`src/core/bank1_sfr_pkg.sv`:
```
/*
 * constants for the bank 1 special register file: register indices,
 * reset values, writable-bit masks, address layout and bus figures.
 * assumes an apb slave with 32-bit data, one register per aligned word.
 */
package bank1_sfr_pkg;

    // ------------------------------------------------------------------
    // address layout
    // ------------------------------------------------------------------
    localparam int ADDR_W = 11;            // byte address, 4 banks x 128
    localparam int INDEX_W = 9;            // register index width
    localparam int SLOT_W = 5;             // slots within bank 1 window
    localparam int NUM_SLOTS = 32;         // indices 0x80 to 0x9f
    localparam int DATA_W = 32;            // apb data width
    localparam int REG_W = 8;              // register width
    localparam int PC_HI_W = 5;            // program counter bits 12:8
    localparam logic [1:0] BANK_ONE = 2'h1;

    // ------------------------------------------------------------------
    // register indices; byte address is four times the index
    // ------------------------------------------------------------------
    localparam logic [INDEX_W-1:0] IDX_INDIRECT_DATA_PORT = 9'h080;
    localparam logic [INDEX_W-1:0] IDX_OPTION_CONFIG = 9'h081;
    localparam logic [INDEX_W-1:0] IDX_PROGRAM_COUNTER_LOW = 9'h082;
    localparam logic [INDEX_W-1:0] IDX_CPU_STATUS = 9'h083;
    localparam logic [INDEX_W-1:0] IDX_INDIRECT_POINTER = 9'h084;
    localparam logic [INDEX_W-1:0] IDX_PORT_A_DIRECTION = 9'h085;
    localparam logic [INDEX_W-1:0] IDX_PORT_B_DIRECTION = 9'h086;
    localparam logic [INDEX_W-1:0] IDX_PC_HIGH_LATCH = 9'h08a;
    localparam logic [INDEX_W-1:0] IDX_INTERRUPT_CONTROL = 9'h08b;
    localparam logic [INDEX_W-1:0] IDX_PERIPHERAL_IRQ_ENABLE_1 = 9'h08c;
    localparam logic [INDEX_W-1:0] IDX_PERIPHERAL_IRQ_ENABLE_2 = 9'h08d;
    localparam logic [INDEX_W-1:0] IDX_RESET_CAUSE = 9'h08e;
    localparam logic [INDEX_W-1:0] IDX_OSCILLATOR_CONTROL = 9'h08f;
    localparam logic [INDEX_W-1:0] IDX_OSCILLATOR_TRIM = 9'h090;
    localparam logic [INDEX_W-1:0] IDX_TIMER2_PERIOD = 9'h092;
    localparam logic [INDEX_W-1:0] IDX_SERIAL_SLAVE_ADDRESS = 9'h093;
    localparam logic [INDEX_W-1:0] IDX_SERIAL_PORT_STATUS = 9'h094;
    localparam logic [INDEX_W-1:0] IDX_ADC_RESULT_LOW = 9'h09e;
    localparam logic [INDEX_W-1:0] IDX_ADC_CONFIG_1 = 9'h09f;

    // ------------------------------------------------------------------
    // reset values
    // ------------------------------------------------------------------
    localparam logic [REG_W-1:0] RST_ZERO = 8'h00;
    localparam logic [REG_W-1:0] RST_ONES = 8'hff;
    localparam logic [REG_W-1:0] RST_CPU_STATUS = 8'h18;
    localparam logic [REG_W-1:0] RST_RESET_CAUSE = 8'h00;

    // ------------------------------------------------------------------
    // writable bit masks; other bits are fixed or hardware owned
    // ------------------------------------------------------------------
    localparam logic [REG_W-1:0] WM_ALL = 8'hff;
    localparam logic [REG_W-1:0] WM_NONE = 8'h00;
    localparam logic [REG_W-1:0] WM_CPU_STATUS = 8'he7;
    localparam logic [REG_W-1:0] WM_PORT_A_DIRECTION = 8'hdf;
    localparam logic [REG_W-1:0] WM_PC_HIGH_LATCH = 8'h1f;
    localparam logic [REG_W-1:0] WM_PERIPHERAL_IRQ_ENABLE_1 = 8'h4f;
    localparam logic [REG_W-1:0] WM_PERIPHERAL_IRQ_ENABLE_2 = 8'h10;
    localparam logic [REG_W-1:0] WM_RESET_CAUSE = 8'h03;
    localparam logic [REG_W-1:0] WM_OSC_CONTROL = 8'h70;
    localparam logic [REG_W-1:0] WM_OSC_TRIM = 8'h3f;
    localparam logic [REG_W-1:0] WM_SERIAL_STATUS = 8'hc0;
    localparam logic [REG_W-1:0] WM_ADC_CONFIG_1 = 8'hcf;

    // ------------------------------------------------------------------
    // bits that read back a live hardware level
    // ------------------------------------------------------------------
    localparam int OSC_STABLE_BIT = 2;
    localparam int SERIAL_STATUS_LIVE_W = 6;

endpackage

```
`src/core/bank1_sfr.sv`:
```
/*
 * bank 1 special register file with an apb slave port.
 * assumes the cpu core (or a bench) acts as apb master on pclk, and that
 * the indirect data path and peripheral status levels are synchronous.
 */
// Overview of operation
// - unimplemented locations and bits read zero, ignore writes
// - common registers mirrored in every bank
// - pc high latch loads pc 12:8 on pc write
// - pc upper byte has no register address
// - port a pin 5 direction bit reads one
// - indirect pointer holds indirect address, undefined after reset
`timescale 1ns/10ps
`default_nettype none

module bank1_sfr
(
    // clock and reset
    input wire logic pclk,
    input wire logic presetn,
    // apb slave
    input wire logic psel,
    input wire logic penable,
    input wire logic pwrite,
    input wire logic [bank1_sfr_pkg::ADDR_W-1:0] paddr,
    input wire logic [bank1_sfr_pkg::DATA_W-1:0] pwdata,
    output logic [bank1_sfr_pkg::DATA_W-1:0] prdata,
    output logic pready,
    output logic pslverr,
    // indirect data path
    input wire logic [bank1_sfr_pkg::REG_W-1:0] indirect_rd_data,
    output logic indirect_wr_strobe,
    output logic [bank1_sfr_pkg::REG_W-1:0] indirect_wr_data,
    output logic [bank1_sfr_pkg::REG_W-1:0] indirect_addr,
    // hardware status levels
    input wire logic osc_stable,
    input wire logic [bank1_sfr_pkg::SERIAL_STATUS_LIVE_W-1:0] serial_live,
    input wire logic [bank1_sfr_pkg::REG_W-1:0] adc_result_low_in,
    // register contents toward the core and peripherals
    output logic [bank1_sfr_pkg::PC_HI_W+bank1_sfr_pkg::REG_W-1:0] pc_out,
    output logic [bank1_sfr_pkg::REG_W-1:0] option_out,
    output logic [bank1_sfr_pkg::REG_W-1:0] port_a_dir_out,
    output logic [bank1_sfr_pkg::REG_W-1:0] port_b_dir_out,
    output logic [bank1_sfr_pkg::REG_W-1:0] timer2_period_out,
    output logic [bank1_sfr_pkg::REG_W-1:0] interrupt_control_out
);

    // ------------------------------------------------------------------
    // helpers
    // ------------------------------------------------------------------

    // slot of a bank 1 index within the storage array
    function automatic logic [bank1_sfr_pkg::SLOT_W-1:0] slot_of
    (
        input logic [bank1_sfr_pkg::INDEX_W-1:0] idx
    );
        slot_of = idx[bank1_sfr_pkg::SLOT_W-1:0];
    endfunction

    // writable bits per index; zero mask means no stored bits (holes, indirect data port, adc result low)
    function automatic logic [bank1_sfr_pkg::REG_W-1:0] write_mask
    (
        input logic [bank1_sfr_pkg::INDEX_W-1:0] idx
    );
        unique case (idx)
            bank1_sfr_pkg::IDX_OPTION_CONFIG,
            bank1_sfr_pkg::IDX_PROGRAM_COUNTER_LOW,
            bank1_sfr_pkg::IDX_INDIRECT_POINTER,
            bank1_sfr_pkg::IDX_PORT_B_DIRECTION,
            bank1_sfr_pkg::IDX_INTERRUPT_CONTROL,
            bank1_sfr_pkg::IDX_TIMER2_PERIOD,
            bank1_sfr_pkg::IDX_SERIAL_SLAVE_ADDRESS:
                write_mask = bank1_sfr_pkg::WM_ALL;
            bank1_sfr_pkg::IDX_CPU_STATUS:
                write_mask = bank1_sfr_pkg::WM_CPU_STATUS;
            bank1_sfr_pkg::IDX_PORT_A_DIRECTION:
                write_mask = bank1_sfr_pkg::WM_PORT_A_DIRECTION;
            bank1_sfr_pkg::IDX_PC_HIGH_LATCH:
                write_mask = bank1_sfr_pkg::WM_PC_HIGH_LATCH;
            bank1_sfr_pkg::IDX_PERIPHERAL_IRQ_ENABLE_1:
                write_mask = bank1_sfr_pkg::WM_PERIPHERAL_IRQ_ENABLE_1;
            bank1_sfr_pkg::IDX_PERIPHERAL_IRQ_ENABLE_2:
                write_mask = bank1_sfr_pkg::WM_PERIPHERAL_IRQ_ENABLE_2;
            bank1_sfr_pkg::IDX_RESET_CAUSE:
                write_mask = bank1_sfr_pkg::WM_RESET_CAUSE;
            bank1_sfr_pkg::IDX_OSCILLATOR_CONTROL:
                write_mask = bank1_sfr_pkg::WM_OSC_CONTROL;
            bank1_sfr_pkg::IDX_OSCILLATOR_TRIM:
                write_mask = bank1_sfr_pkg::WM_OSC_TRIM;
            bank1_sfr_pkg::IDX_SERIAL_PORT_STATUS:
                write_mask = bank1_sfr_pkg::WM_SERIAL_STATUS;
            bank1_sfr_pkg::IDX_ADC_CONFIG_1:
                write_mask = bank1_sfr_pkg::WM_ADC_CONFIG_1;
            default:
                write_mask = bank1_sfr_pkg::WM_NONE;
        endcase
    endfunction

    // power-on value per slot
    function automatic logic [bank1_sfr_pkg::REG_W-1:0] reset_value
    (
        input logic [bank1_sfr_pkg::INDEX_W-1:0] idx
    );
        unique case (idx)
            bank1_sfr_pkg::IDX_OPTION_CONFIG,
            bank1_sfr_pkg::IDX_PORT_A_DIRECTION,
            bank1_sfr_pkg::IDX_PORT_B_DIRECTION,
            bank1_sfr_pkg::IDX_TIMER2_PERIOD:
                reset_value = bank1_sfr_pkg::RST_ONES;
            bank1_sfr_pkg::IDX_CPU_STATUS:
                reset_value = bank1_sfr_pkg::RST_CPU_STATUS;
            bank1_sfr_pkg::IDX_RESET_CAUSE:
                reset_value = bank1_sfr_pkg::RST_RESET_CAUSE;
            default:
                reset_value = bank1_sfr_pkg::RST_ZERO;
        endcase
    endfunction

    // resolve any bank address to a bank 1 index, or flag it unmapped
    function automatic logic [bank1_sfr_pkg::INDEX_W:0] resolve
    (
        input logic [bank1_sfr_pkg::INDEX_W-1:0] idx
    );
        logic [bank1_sfr_pkg::INDEX_W-1:0] b1;
        logic common;
        b1 = {bank1_sfr_pkg::BANK_ONE, idx[bank1_sfr_pkg::INDEX_W-3:0]};
        // common registers answer from every bank
        common = (b1 == bank1_sfr_pkg::IDX_INDIRECT_DATA_PORT)
            || (b1 == bank1_sfr_pkg::IDX_PROGRAM_COUNTER_LOW)
            || (b1 == bank1_sfr_pkg::IDX_CPU_STATUS)
            || (b1 == bank1_sfr_pkg::IDX_INDIRECT_POINTER)
            || (b1 == bank1_sfr_pkg::IDX_PC_HIGH_LATCH)
            || (b1 == bank1_sfr_pkg::IDX_INTERRUPT_CONTROL)
            || (b1 == bank1_sfr_pkg::IDX_OSCILLATOR_TRIM);
        if (common || idx[bank1_sfr_pkg::INDEX_W-1:bank1_sfr_pkg::INDEX_W-2]
            == bank1_sfr_pkg::BANK_ONE)
        begin
            resolve = {1'b1, b1};
        end
        else
        begin
            resolve = {1'b0, b1}; // other banks are out of this block
        end
    endfunction

    // ------------------------------------------------------------------
    // state
    // ------------------------------------------------------------------
    logic [bank1_sfr_pkg::REG_W-1:0] regs_reg [bank1_sfr_pkg::NUM_SLOTS];
    logic [bank1_sfr_pkg::REG_W-1:0] regs_next [bank1_sfr_pkg::NUM_SLOTS];
    logic [bank1_sfr_pkg::PC_HI_W-1:0] pc_upper_reg; // no bus address
    logic [bank1_sfr_pkg::PC_HI_W-1:0] pc_upper_next;
    logic pready_reg;
    logic pready_next;
    logic [bank1_sfr_pkg::DATA_W-1:0] prdata_reg;
    logic [bank1_sfr_pkg::DATA_W-1:0] prdata_next;
    logic ind_wr_reg;
    logic ind_wr_next;
    logic [bank1_sfr_pkg::REG_W-1:0] ind_data_reg;
    logic [bank1_sfr_pkg::REG_W-1:0] ind_data_next;

    // decode of the current request
    logic [bank1_sfr_pkg::INDEX_W:0] hit; // mapped flag and index
    logic [bank1_sfr_pkg::INDEX_W-1:0] idx; // bank 1 index
    logic aligned; // low address bits zero
    logic mapped; // request lands on this bank
    logic complete; // access phase ends at this edge
    logic [bank1_sfr_pkg::REG_W-1:0] rd_byte; // value seen by a read
    logic [bank1_sfr_pkg::REG_W-1:0] wmask; // writable bits of target

    assign hit = resolve(paddr[bank1_sfr_pkg::ADDR_W-1:2]);
    assign idx = hit[bank1_sfr_pkg::INDEX_W-1:0];
    assign aligned = (paddr[1:0] == 2'h0);
    assign mapped = hit[bank1_sfr_pkg::INDEX_W] && aligned;
    assign complete = psel && penable && pready_reg;
    assign wmask = mapped ? write_mask(idx) : bank1_sfr_pkg::WM_NONE;

    // ------------------------------------------------------------------
    // read mux
    // ------------------------------------------------------------------

    // stored bits merged with live hardware bits; unmapped reads zero
    always_comb
    begin
        rd_byte = regs_reg[slot_of(idx)] & write_mask(idx);
        unique case (idx)
            bank1_sfr_pkg::IDX_INDIRECT_DATA_PORT:
                rd_byte = indirect_rd_data; // data at the pointed address
            bank1_sfr_pkg::IDX_CPU_STATUS,
            bank1_sfr_pkg::IDX_PORT_A_DIRECTION:
                rd_byte = regs_reg[slot_of(idx)];
            bank1_sfr_pkg::IDX_OSCILLATOR_CONTROL:
                rd_byte[bank1_sfr_pkg::OSC_STABLE_BIT] = osc_stable;
            bank1_sfr_pkg::IDX_SERIAL_PORT_STATUS:
                rd_byte[bank1_sfr_pkg::SERIAL_STATUS_LIVE_W-1:0] =
                    serial_live;
            bank1_sfr_pkg::IDX_ADC_RESULT_LOW:
                rd_byte = adc_result_low_in;
            default:
            begin
            end
        endcase
        if (!mapped)
        begin
            rd_byte = bank1_sfr_pkg::RST_ZERO;
        end
    end

    // ------------------------------------------------------------------
    // next state
    // ------------------------------------------------------------------

    // one wait state: read data is captured while pready rises, so that
    // prdata and pready leave a flip-flop directly; pslverr is tied to zero
    always_comb
    begin
        regs_next = regs_reg;
        pc_upper_next = pc_upper_reg;
        pready_next = psel && penable && !pready_reg;
        prdata_next = prdata_reg;
        ind_wr_next = 1'b0;
        ind_data_next = ind_data_reg;
        if (pready_next && !pwrite)
        begin
            prdata_next = {{(bank1_sfr_pkg::DATA_W-bank1_sfr_pkg::REG_W){1'b0}},
                rd_byte};
        end
        if (complete && pwrite)
        begin
            // only writable bits change; the rest keep their value
            regs_next[slot_of(idx)] = (regs_reg[slot_of(idx)] & ~wmask)
                | (pwdata[bank1_sfr_pkg::REG_W-1:0] & wmask);
            if (mapped && idx == bank1_sfr_pkg::IDX_PROGRAM_COUNTER_LOW)
            begin
                // upper pc byte only moves when the low byte is loaded
                pc_upper_next = regs_reg[slot_of(
                    bank1_sfr_pkg::IDX_PC_HIGH_LATCH)]
                    [bank1_sfr_pkg::PC_HI_W-1:0];
            end
            if (mapped && idx == bank1_sfr_pkg::IDX_INDIRECT_DATA_PORT)
            begin
                // forwarded to memory at the pointer address
                ind_wr_next = 1'b1;
                ind_data_next = pwdata[bank1_sfr_pkg::REG_W-1:0];
            end
        end
    end

    // ------------------------------------------------------------------
    // registers
    // ------------------------------------------------------------------

    // pointer has no defined power-on value; it is cleared only so the
    // hardware never carries unknowns
    always_ff @(posedge pclk or negedge presetn)
    begin
        if (!presetn)
        begin
            for (int i = 0; i < bank1_sfr_pkg::NUM_SLOTS; i++)
            begin
                regs_reg[i] <= reset_value({bank1_sfr_pkg::BANK_ONE,
                    2'h0, i[bank1_sfr_pkg::SLOT_W-1:0]});
            end
            pc_upper_reg <= '0;
            pready_reg <= 1'b0;
            prdata_reg <= '0;
            ind_wr_reg <= 1'b0;
            ind_data_reg <= '0;
        end
        else
        begin
            regs_reg <= regs_next;
            pc_upper_reg <= pc_upper_next;
            pready_reg <= pready_next;
            prdata_reg <= prdata_next;
            ind_wr_reg <= ind_wr_next;
            ind_data_reg <= ind_data_next;
        end
    end

    // ------------------------------------------------------------------
    // outputs
    // ------------------------------------------------------------------
    assign prdata = prdata_reg;
    assign pready = pready_reg;
    assign pslverr = 1'b0; // unmapped reads answer zero, never an error
    assign indirect_wr_strobe = ind_wr_reg;
    assign indirect_wr_data = ind_data_reg;
    assign indirect_addr =
        regs_reg[slot_of(bank1_sfr_pkg::IDX_INDIRECT_POINTER)];
    assign pc_out = {pc_upper_reg,
        regs_reg[slot_of(bank1_sfr_pkg::IDX_PROGRAM_COUNTER_LOW)]};
    assign option_out = regs_reg[slot_of(bank1_sfr_pkg::IDX_OPTION_CONFIG)];
    assign port_a_dir_out =
        regs_reg[slot_of(bank1_sfr_pkg::IDX_PORT_A_DIRECTION)];
    assign port_b_dir_out =
        regs_reg[slot_of(bank1_sfr_pkg::IDX_PORT_B_DIRECTION)];
    assign timer2_period_out =
        regs_reg[slot_of(bank1_sfr_pkg::IDX_TIMER2_PERIOD)];
    assign interrupt_control_out =
        regs_reg[slot_of(bank1_sfr_pkg::IDX_INTERRUPT_CONTROL)];

endmodule

`default_nettype wire

```
`config.mk`:
```
export PLATFORM = sky130hd
export DESIGN_NAME = bank1_sfr
export DESIGN_NICKNAME = d
export VERILOG_FILES = /design/src/core/bank1_sfr_pkg.sv /design/src/core/bank1_sfr.sv
export SDC_FILE = /design/constraint.sdc
export NUM_CORES = 1
export LEC_CHECK = 0
export BUFFER_PORTS_ARGS = -buffer_cell sky130_fd_sc_hd__clkbuf_2
export CELL_PAD_IN_SITES_DETAIL_PLACEMENT = 1
export CELL_PAD_IN_SITES_GLOBAL_PLACEMENT = 1
export CORE_MARGIN = 2
export CORE_UTILIZATION = 46
export DETAILED_ROUTE_END_ITERATION = 8
export PLACE_DENSITY = 0.8
export SLEW_MARGIN = 20
export SYNTH_ARGS = -nofsm -noshare
export SYNTH_HDL_FRONTEND = slang
export SYNTH_SLANG_ARGS = --single-unit
export TNS_END_PERCENT = 1
```
`constraint.sdc`:
```
create_clock -name pclk -period 4.55 [get_ports pclk]
set_clock_uncertainty 0.05 [all_clocks]
set_input_delay 0.6825 -clock pclk [delete_from_list [all_inputs] [get_ports pclk]]
set_output_delay 0.6825 -clock pclk [all_outputs]
set_load 0.05 [all_outputs]
```
==> results of run 1 <==
==> cell usage after synthesis, types with 3 or more instances <==
| cell type | instances |
|---|---|
| a22o_1 | 4 |
| nand2b_1 | 7 |
| buf_4 | 91 |
| o21ai_1 | 4 |
| a222oi_1 | 5 |
| mux2_2 | 31 |
| o22ai_1 | 9 |
| nor2_1 | 32 |
| or3_1 | 7 |
| nor2b_1 | 7 |
| o21ai_0 | 89 |
| inv_1 | 16 |
| a31oi_1 | 10 |
| nand2_1 | 97 |
| a211oi_1 | 6 |
| nor3_1 | 14 |
| a221o_1 | 3 |
| mux4_1 | 10 |
| o211ai_1 | 4 |
| and2_1 | 4 |
| a21oi_1 | 17 |
| nor4_1 | 5 |
| mux4_2 | 22 |
| buf_2 | 17 |
| buf_6 | 3 |
| or2_2 | 5 |
| clkbuf_1 | 184 |
| a21o_1 | 6 |
| mux2i_1 | 86 |
| a22oi_1 | 20 |
| dfrtp_1 | 245 |
| nand3_1 | 21 |
| o21ai_2 | 10 |
| dfstp_2 | 34 |
| buf_1 | 3 |
==> how the worst min path moves through the flow <==
stage,start,to,slack [ns],depth (start not counted)
after floorplan,presetn,indirect_addr[0],0.34,0
after detailed placement,regs_reg[227],regs_reg[227],0.31,0
after global routing,presetn,regs_reg[255],0.17,1
after global placement,regs_reg[228],regs_reg[228],0.31,0
after CTS,presetn,regs_reg[255],0.16,1
final,presetn,regs_reg[255],0.13,1
==> routing by layer <==
metal	GRT usage (%)	up-vias	part of all wire, %
met1	32.7	4277	43
met3	4.35	60	5.9
li1	-	3651	-
met2	40.3	333	48
met5	0	-	0
met4	7.37	0	2.6
==> placed cells by master (no fill, tap or decap), types with 9 or more instances in the layout <==
| cell type | instances |
|---|---|
| o21ai_2 | 10 |
| nor3_1 | 14 |
| clkbuf_16 | 29 |
| conb_1 | 25 |
| o22ai_1 | 9 |
| mux4_2 | 22 |
| nand3_1 | 21 |
| dfstp_2 | 34 |
| mux4_1 | 10 |
| a31oi_1 | 10 |
| mux2_2 | 31 |
| o21ai_0 | 89 |
| buf_4 | 38 |
| nand2_1 | 97 |
| a22oi_1 | 20 |
| dfrtp_1 | 245 |
| nor2_1 | 32 |
| mux2i_1 | 86 |
| a21oi_1 | 17 |
| clkbuf_2 | 122 |
| inv_1 | 16 |
==> worst max-delay path, cell delays in order <==
cell	delay, ns
buf_4	0.68
or2_2	0.46
nor2_1	0.09
a2111oi_0	0.66
a32oi_1	0.25
a31oi_1	0.24
buf_4	0.25
o21ai_0	0.13
==> area by class of cell <==
type,instances,share of cell area [%]
multi-input combinational,589,31.1
tap,378,3.41
sequential,279,50.6
clock inverter,11,1.48
clock buffer,41,6.13
inverter,17,0.459
timing repair buffer,164,6.88
==> kinds of logic (layout without fill, tap and decap cells) <==
| group | Yosys count | count (layout) |
|---|---|---|
| compound gates | 205 | 205 |
| buf+inv | 317 | 233 |
| flops | 279 | 279 |
| mux | 149 | 149 |
| other cells | 1 | 25 |
| simple gates | 210 | 210 |
==> power groups by stage <==
| stage | combinational [mW] | sequential (mW) | clock (mW) |
|---|---|---|---|
| floorplan | 0.286 | 2.56 | 0 |
| global placement | 0.422 | 2.56 | 0 |
| detailed placement | 0.432 | 2.56 | 0 |
| CTS | 0.435 | 2.51 | 2.66 |
| global route | 0.467 | 2.51 | 2.75 |
| finish | 0.435 | 2.51 | 2.62 |
==> through the flow <==
stage,cell area (um2),util [%],power [mW],std cells,hold WS [ns]
after floorplan,12900,-,2.84,1185,0.337
after global placement,12800,46.4,2.98,1427,0.306
after detailed placement,12800,46.4,2.99,1427,0.309
after CTS,13900,50.3,5.60,1479,0.159
after global routing,13900,50.3,5.73,1479,0.175
final,13900,50.3,5.56,1479,0.125
==> results by group, run 1 <==
Run status
  – Status: complete, no violations

Drt
  – Avg WL per Cell: 23.6 um
  – Post-DR vias/cell: 5.63
  – Drc violations: 0
  – DRT iter0 DRCs: 629
  – Detailed Routing Iterations Pass 1: 5
  – Routed Antenna Nets: 0
  – Routed WL: 34,900 um
  – Via count: 8,321

Pwr
  – Psw: 1.32 mW
  – Combinational share of power: 7.8%
  – Leakage: 6.78 nW
  – Max VDD drop: 0.296 mV
  – P_int: 4.25 mW
  – Sequential power share: 45.1%
  – Clock network fraction of design power: 47.0%
  – P per Cell Area: 401 nW/um2
  – Fraction of power spent switching nets: 23.7%

Synth
  – Avg Cell Area, Syn: 11.1 um2
  – Post-synth EDFFs: 0
  – Flip-flop and latch count after synthesis: 279
  – Cell Area, Synth: 12,800 um2
  – Portion of netlist area occupied by mux cells: 15.3%
  – Mapped Cells: 1,161
  – Yosys top cell area share: 47.7%
  – Synth Area in XOR/XNOR: 0%
  – Syn. warnings: 0
  – Synth top area cells: dfrtp_1, dfstp_2, mux2i_1
  – Compound-Gate Fraction of Synth Area: 10.1%
  – Post-Synth Simple-Gate Area: 7.46%
  – Synth area leader: dfrtp_1
  – Adder-Cell Fraction of Synth Area: 0%
  – Synth unique cells: 61
  – Post-synthesis async set-or-reset flop share: 100%
  – Register area share after synthesis: 54.7%
  – Largest family of logic cells by synthesized area: multiplexers
  – Most used flip-flop cell after synthesis: dfrtp_1

Clocking
  – Sink Count: 279
  – Clock transition at path regs: 0.07 ns
  – Hold_buf cts: 0
  – Longest Clk Path Bufs: 3
  – # H-tree levels: 1
  – Num CTS Buffers: 28
  – Setup Fix Bufs, Post-CTS: 0
  – Clk root buf: clkbuf_16
  – CTS tree: done
  – Post-CTS Resized: 0
  – Clk_lat worst skew: 0.55 ns

Global route
  – Initial antenna violation count: 1
  – Largest net degree at the start of global routing: 108
  – Total gr overflow: 0
  – Total Routing Usage GR: 24.3%
  – First-pass GRT wire length: 54,000 um
  – Vias in the first global route: 9,085

Place
  – Detailed placer's ending HPWL: 23,900 um
  – GPL Wtd Cong: 0.848
  – Place WS: 0.870 ns
  – # port buffers: 125

Worst setup path
  – Worst setup EP type: register
  – CP startpoint: paddr[3]
  – Worst flop-to-flop path endpoint: regs_reg[231]
  – Crit Path Max Fanout: 69
  – Crit Path Category: in2reg
  – R2R setup slack: 2.00 ns
  – WP data required: 4.90 ns
  – Worst EP arrival: 3.53 ns
  – RR Startpoint: pc_out[7]
  – Reg2Reg Depth: 7
  – CP endpoint: indirect_addr[2]
  – Setup crit start kind: primary input

Timing
  – Fin crit period: 3.17 ns
  – Slew HR: 17.8%
  – Pins over their slew limit: 0
  – Fin crit share: 69.7%
  – Hold Fails Final Rpt: 0
  – Max Clk Rate: 0.315 GHz
  – Worst setup margin: 1.38 ns
  – Sum of negative setup slack: 0 ns
  – Least-Margin Pin Slew: 1.22 ns
  – Endpoints failing setup: 0
  – RSZ-0062 raised after global routing: no

Final layout
  – Sequential Area: 7020 um2
  – Number of diodes: 0
  – Share of post-route cells with drive strength above 1: 28.9%
  – Flip-flop count of the largest register after layout: 200
  – Multi-input gate area: 4320 um2
  – Nets: 1,150
  – Filler cell count: 2,905
  – Area growth syn-to-layout: 8.10%

Floorplan
  – Io pins: 175
  – Die outline width: 171 um
  – Core area: 27,600 um2
  – Initial Util: 46.5%
  – Die Ht: 171 um
  – Die area: 29,300 um2
  – Row cnt: 61

Flow run
  – Max Cap Viol: 0

Worst hold path
  – Hold WC Path Type: in2async
Note: power is estimated with default switching activity, not from simulation.
==> run 2, diff against run 1 <==
Clock period 4.55 ns to 3 ns, I/O delays scaled along.
==> run 2 against run 1 <==
Against the previous run: clock-buffer cell count shrank 3; total power grew 47%; global-route usage grew 0.82 points; sequential share of layout area shrank 1.5 points; critical path depth grew 1; worst setup slack lost 0.97 ns; largest cell class unchanged; largest power group is now sequential cells; highest routed layer unchanged.
==> results by group, run 2 (same netlist as run 1, synthesis figures left out) <==
Floorplan
  – Core area: 27,600 um2
  – Die outline width: 171 um
  – Die area: 29,300 um2
  – Row cnt: 61
  – Die Ht: 171 um
  – Io pins: 175
  – Initial Util: 46.5%

Worst setup path
  – Setup crit start kind: primary input
  – R2R setup slack: 0.59 ns
  – CP startpoint: paddr[2]
  – CP endpoint: interrupt_control_out[0]
  – RR Startpoint: pc_out[7]
  – Crit Path Max Fanout: 14
  – Worst setup EP type: register
  – Worst flop-to-flop path endpoint: regs_reg[7]
  – Worst EP arrival: 3.00 ns
  – WP data required: 3.41 ns
  – Crit Path Category: in2reg
  – Reg2Reg Depth: 7

Timing
  – Pins over their slew limit: 0
  – Fin crit period: 2.59 ns
  – Slew HR: 49.6%
  – Max Clk Rate: 0.386 GHz
  – Min Hold Slack: 0.101 ns
  – Worst setup margin: 0.411 ns
  – Fin crit share: 86.3%
  – RSZ-0062 raised after global routing: no
  – Least-Margin Pin Slew: 0.754 ns
  – Hold Fails Final Rpt: 0
  – Endpoints failing setup: 0

Pwr
  – Leakage: 7.00 nW
  – Fraction of power spent switching nets: 24.6%
  – Clock network fraction of design power: 44.7%
  – P per Cell Area: 574 nW/um2
  – Psw: 2.02 mW
  – Sequential power share: 46.4%
  – Max VDD drop: 0.389 mV
  – Combinational share of power: 8.8%
  – P_int: 6.19 mW

Place
  – Placed cells: 1,471
  – Detailed placer's ending HPWL: 25,300 um
  – GPL Wtd Cong: 0.873
  – # port buffers: 125
  – Place WS: -0.0495 ns

Final layout
  – Flip-flop count of the largest register after layout: 200
  – Final Non-Filler Cells: 1,524
  – Number of diodes: 0
  – Most frequent cells in the layout: dfrtp_1, clkbuf_2, nand2_1
  – Filler cell count: 2,885
  – Share of post-route cells with drive strength above 1: 31.7%
  – Nets: 1,195
  – Area growth syn-to-layout: 11.3%
  – Commonest non-fill, non-tap cell in the layout: dfrtp_1

Run status
  – Status: complete, no violations

Flow run
  – Max Cap Viol: 0

Drt
  – Routed WL: 36,200 um
  – Routed Antenna Nets: 0
  – Via count: 8,483
  – Drc violations: 0
  – DRT iter0 DRCs: 554
  – Detailed Routing Iterations Pass 1: 5
  – Avg WL per Cell: 23.7 um
  – Post-DR vias/cell: 5.57

Clocking
  – Sink Count: 279
  – CTS tree: done
  – Clock transition at path regs: 0.06 ns
  – Num CTS Buffers: 28
  – # H-tree levels: 1
  – Clk_lat worst skew: 0.56 ns
  – Clk root buf: clkbuf_16
  – Longest Clk Path Bufs: 3
  – Post-CTS Resized: 0
  – Hold_buf cts: 1
  – Setup Fix Bufs, Post-CTS: 0

Global route
  – Vias in the first global route: 9,260
  – Total Routing Usage GR: 25.1%
  – First-pass GRT wire length: 55,200 um
  – Initial antenna violation count: 0
  – Largest net degree at the start of global routing: 76
  – Total gr overflow: 0

Worst hold path
  – Hold WC Path Type: in2reg
## run 2: cell types whose count changed in the layout (fill, tap and decap cells not counted), sizes merged
cell         change
buf             +44
bufinv           -3
clkbuf           -3
clkinv           +1
clkinvlp         +4
dlygate4sd3      +1
inv              +1
## run 2: per-stage QoR
| step | total power, mW | instance area, um2 | setup TNS (ns) | utilization, % |
|---|---|---|---|---|
| 2_1_floorplan | 4.31 | 12900 | 0 | - |
| 3_3_place_gp | 4.57 | 13300 | -0.167 | 48.2 |
| 3_5_place_dp | 4.59 | 13300 | -0.577 | 48.2 |
| 4_1_cts | 8.27 | 14300 | 0 | 51.8 |
| 5_1_grt | 8.46 | 14300 | 0 | 51.8 |
| 6_report | 8.21 | 14300 | 0 | 51.8 |
## run 2: power by group through the flow
stage | registers (mW) | logic [mW] | clock network [mW]
final | 3.81 | 0.725 | 3.67
after global routing | 3.81 | 0.772 | 3.88
after CTS | 3.81 | 0.723 | 3.73
after detailed placement | 3.88 | 0.713 | 0
after global placement | 3.87 | 0.698 | 0
after floorplan | 3.88 | 0.433 | 0
## run 2: metal layers
metal	GRT usage [%]	up-vias	share of wire, %
met5	0	-	0
met4	10.9	0	4.0
met3	4.60	95	5.8
met2	41.3	311	48
met1	32.6	4327	42
li1	-	3750	-
## run 2: final cells by class
cell class / instances / area (um2) / share of cell area (%)
Clock buffer: 38 / 820 / 5.73
Clock inverter: 14 / 159 / 1.11
Inverter: 17 / 63.8 / 0.446
Multi-Input combinational cell: 589 / 4320 / 30.2
Sequential cell: 279 / 7020 / 49.1
Tap cell: 378 / 473 / 3.31
Timing Repair Buffer: 209 / 1450 / 10.1
## run 2: worst min-delay path by stage
| stage | from | to | slack (ns) | cells after the start |
|---|---|---|---|---|
| after floorplan | presetn | indirect_addr[0] | 0.10 | 0 |
| after global placement | regs_reg[228] | regs_reg[228] | 0.31 | 0 |
| after detailed placement | regs_reg[228] | regs_reg[228] | 0.31 | 0 |
| after CTS | penable | pready | 0.08 | 3 |
| after global routing | pwdata[7] | indirect_wr_data[7] | 0.10 | 2 |
| final | penable | pready | 0.10 | 3 |
## run 2: worst max-delay path, cell delays in order
cell     delay [ns]
buf_2          0.41
buf_12         0.22
or3b_2         0.49
o21ai_0        0.31
nor3_1         0.16
o21ai_0        0.34
a31oi_1        0.15
buf_4          0.24
a31oi_1        0.21
==> run 3, diff against run 2 <==
Settings changed: CORE_ASPECT_RATIO set to 0.6, CORE_UTILIZATION 46 to 29, PLACE_DENSITY 0.8 to 0.57.
==> run 3 against run 2 <==
Against the previous run: the flow now finishes with violations (DRC); first-iteration DRC count grew 9.9%; combinational power up 5.9%; worst hold slack worse by 0.031 ns; non-clock buffer count up 20; sequential power barely moved; via count decreased by 2.1%; routed wire length grew 6.8%; global-route usage fell by 8.1 points; critical path depth decreased by 2; clock power down 8.2%; cell count grew 14%; critical path type is now reg2reg.
==> results by group, run 3 (same netlist as run 1, synthesis figures left out) <==
Run status
  – Status: finished with violations
  – Failing checks: DRC

Drt
  – Post-DR vias/cell: 4.76
  – Via count: 8,304
  – DRT iter0 DRCs: 609
  – Drc violations: 15
  – Detailed Routing Iterations Pass 1: 9
  – Avg WL per Cell: 22.2 um
  – Routed Antenna Nets: 0
  – Routed WL: 38,600 um

Timing
  – Sum of negative setup slack: 0 ns
  – RSZ-0062 raised after global routing: no
  – Endpoints failing setup: 0
  – Fin crit period: 2.56 ns
  – Pins over their slew limit: 0
  – Worst setup margin: 0.438 ns
  – Fin crit share: 85.4%
  – Max Clk Rate: 0.390 GHz
  – Slew HR: 49.4%
  – Hold Fails Final Rpt: 0
  – Least-Margin Pin Slew: 0.755 ns

Clocking
  – CTS tree: done
  – Post-CTS Resized: 0
  – Sink Count: 279
  – Setup Fix Bufs, Post-CTS: 0
  – Clock transition at path regs: 0.07 ns
  – Clk_lat worst skew: 0.57 ns
  – Clk root buf: clkbuf_16
  – Longest Clk Path Bufs: 3
  – # H-tree levels: 1
  – Num CTS Buffers: 27

Pwr
  – Leakage: 7.04 nW
  – Max VDD drop: 0.355 mV
  – P per Cell Area: 543 nW/um2

Place
  – Place WS: 0.0216 ns
  – GPL Wtd Cong: 0.865
  – Detailed placer's ending HPWL: 28,500 um
  – # port buffers: 125

Worst hold path
  – Hold endpoint: pready
  – Hold WC Path Type: in2reg
  – Startpoint of the worst hold path: penable
  – Hold Crit Depth: 3

Worst setup path
  – Setup crit start kind: register
  – Crit Path Max Fanout: 14
  – Reg2Reg Depth: 7
  – Worst EP arrival: 2.98 ns
  – Worst setup EP type: register
  – RR Startpoint: timer2_period_out[1]
  – R2R setup slack: 0.44 ns
  – Worst flop-to-flop path endpoint: interrupt_control_out[1]
  – Crit Path Category: reg2reg
  – WP data required: 3.42 ns

Final layout
  – Flip-flop count of the largest register after layout: 200
  – Nets: 1,214
  – Share of post-route cells with drive strength above 1: 32.4%
  – Area growth syn-to-layout: 13.8%
  – Final Core Density: 33.6%
  – Most frequent cells in the layout: dfrtp_1, clkbuf_2, nand2_1
  – Number of diodes: 0
  – Commonest non-fill, non-tap cell in the layout: dfrtp_1

Floorplan
  – Row cnt: 59
  – Io pins: 175
  – Core area: 43,600 um2
  – Die area: 46,100 um2
  – Initial Util: 29.5%
  – Die Ht: 167 um
  – Die outline width: 276 um

Global route
  – Largest net degree at the start of global routing: 71
  – Total gr overflow: 0
  – Vias in the first global route: 8,806
  – First-pass GRT wire length: 58,400 um
  – Initial antenna violation count: 0
  – Total Routing Usage GR: 16.9%

Flow run
  – Max Cap Viol: 0
==> run 3: cell types whose count changed in the layout (fill, tap and decap cells not counted), moves of 2 or more <==
| cell | before | now |
|---|---|---|
| buf_4 | 70 | 87 |
| clkbuf_1 | 3 | 7 |
| clkinv_2 | 6 | 2 |
| buf_12 | 14 | 17 |
| bufinv_16 | 3 | 0 |
| clkbuf_16 | 29 | 27 |
==> run 3: cell type report <==
class                   count  area, um2
multi-input cells         589       4320
clock buffers              41        798
repair buffers            229       1630
inverters                  17       63.8
well taps                 579        724
fillers                  4741      28900
flip-flops and latches    279       7020
clock inverters             9       65.1
==> run 3: routing by layer <==
layer / GRT usage [%] / part of all wire (%) / vias up
met5: 0 / 0 / -
met4: 3.02 / 1.7 / 0
met3: 3.48 / 5.8 / 47
met2: 23.2 / 40 / 217
met1: 27.2 / 53 / 4245
li1: - / - / 3795
==> run 3: report_power, final <==
part	switching, mW	internal (mW)	leakage (nW)
combinational	0.528	0.240	2.89
clock	1.53	1.84	0.409
sequential	0.0176	3.79	3.73
==> run 3: through the flow <==
stage                     area (um2)  std cells  total power [mW]  hold slack [ns]
final                          14600       1743              7.95           0.0696
after global routing           14600       1743              8.28           0.0857
after CTS                      14600       1743              8.06           0.0517
after detailed placement       13800       1692              4.65            0.307
after global placement         13800       1692              4.64            0.306
after floorplan                12900       1185              4.31            0.104
==> run 3: worst max path at each step <==
| stage | from | end | slack (ns) |
|---|---|---|---|
| after global routing | timer2_period_out[1] | interrupt_control_out[1] | 0.38 |
| after CTS | timer2_period_out[1] | interrupt_control_out[1] | 0.47 |
| final | timer2_period_out[1] | interrupt_control_out[1] | 0.44 |
| after floorplan | paddr[2] | regs_reg[231] | 0.39 |
| after global placement | paddr[2] | regs_reg[137] | 0.11 |
| after detailed placement | paddr[2] | interrupt_control_out[1] | 0.02 |
==> run 3: timing repair <==
| item | 4_1_cts | 5_1_grt |
|---|---|---|
| endpoints found under the hold margin | 55 | 0 |
| hold buffers | 1 | 0 |
| endpoints found under the setup margin | 0 | 0 |
==> run 3: worst max-delay path, cell delays in order (launching register included) <==
cell and delay [ns]:
dfstp_2 0.54, mux4_2 0.22, mux2i_1 0.14, a22o_1 0.23, a211oi_1 0.64, mux2i_1 0.20
buf_4 0.25, o21ai_0 0.19
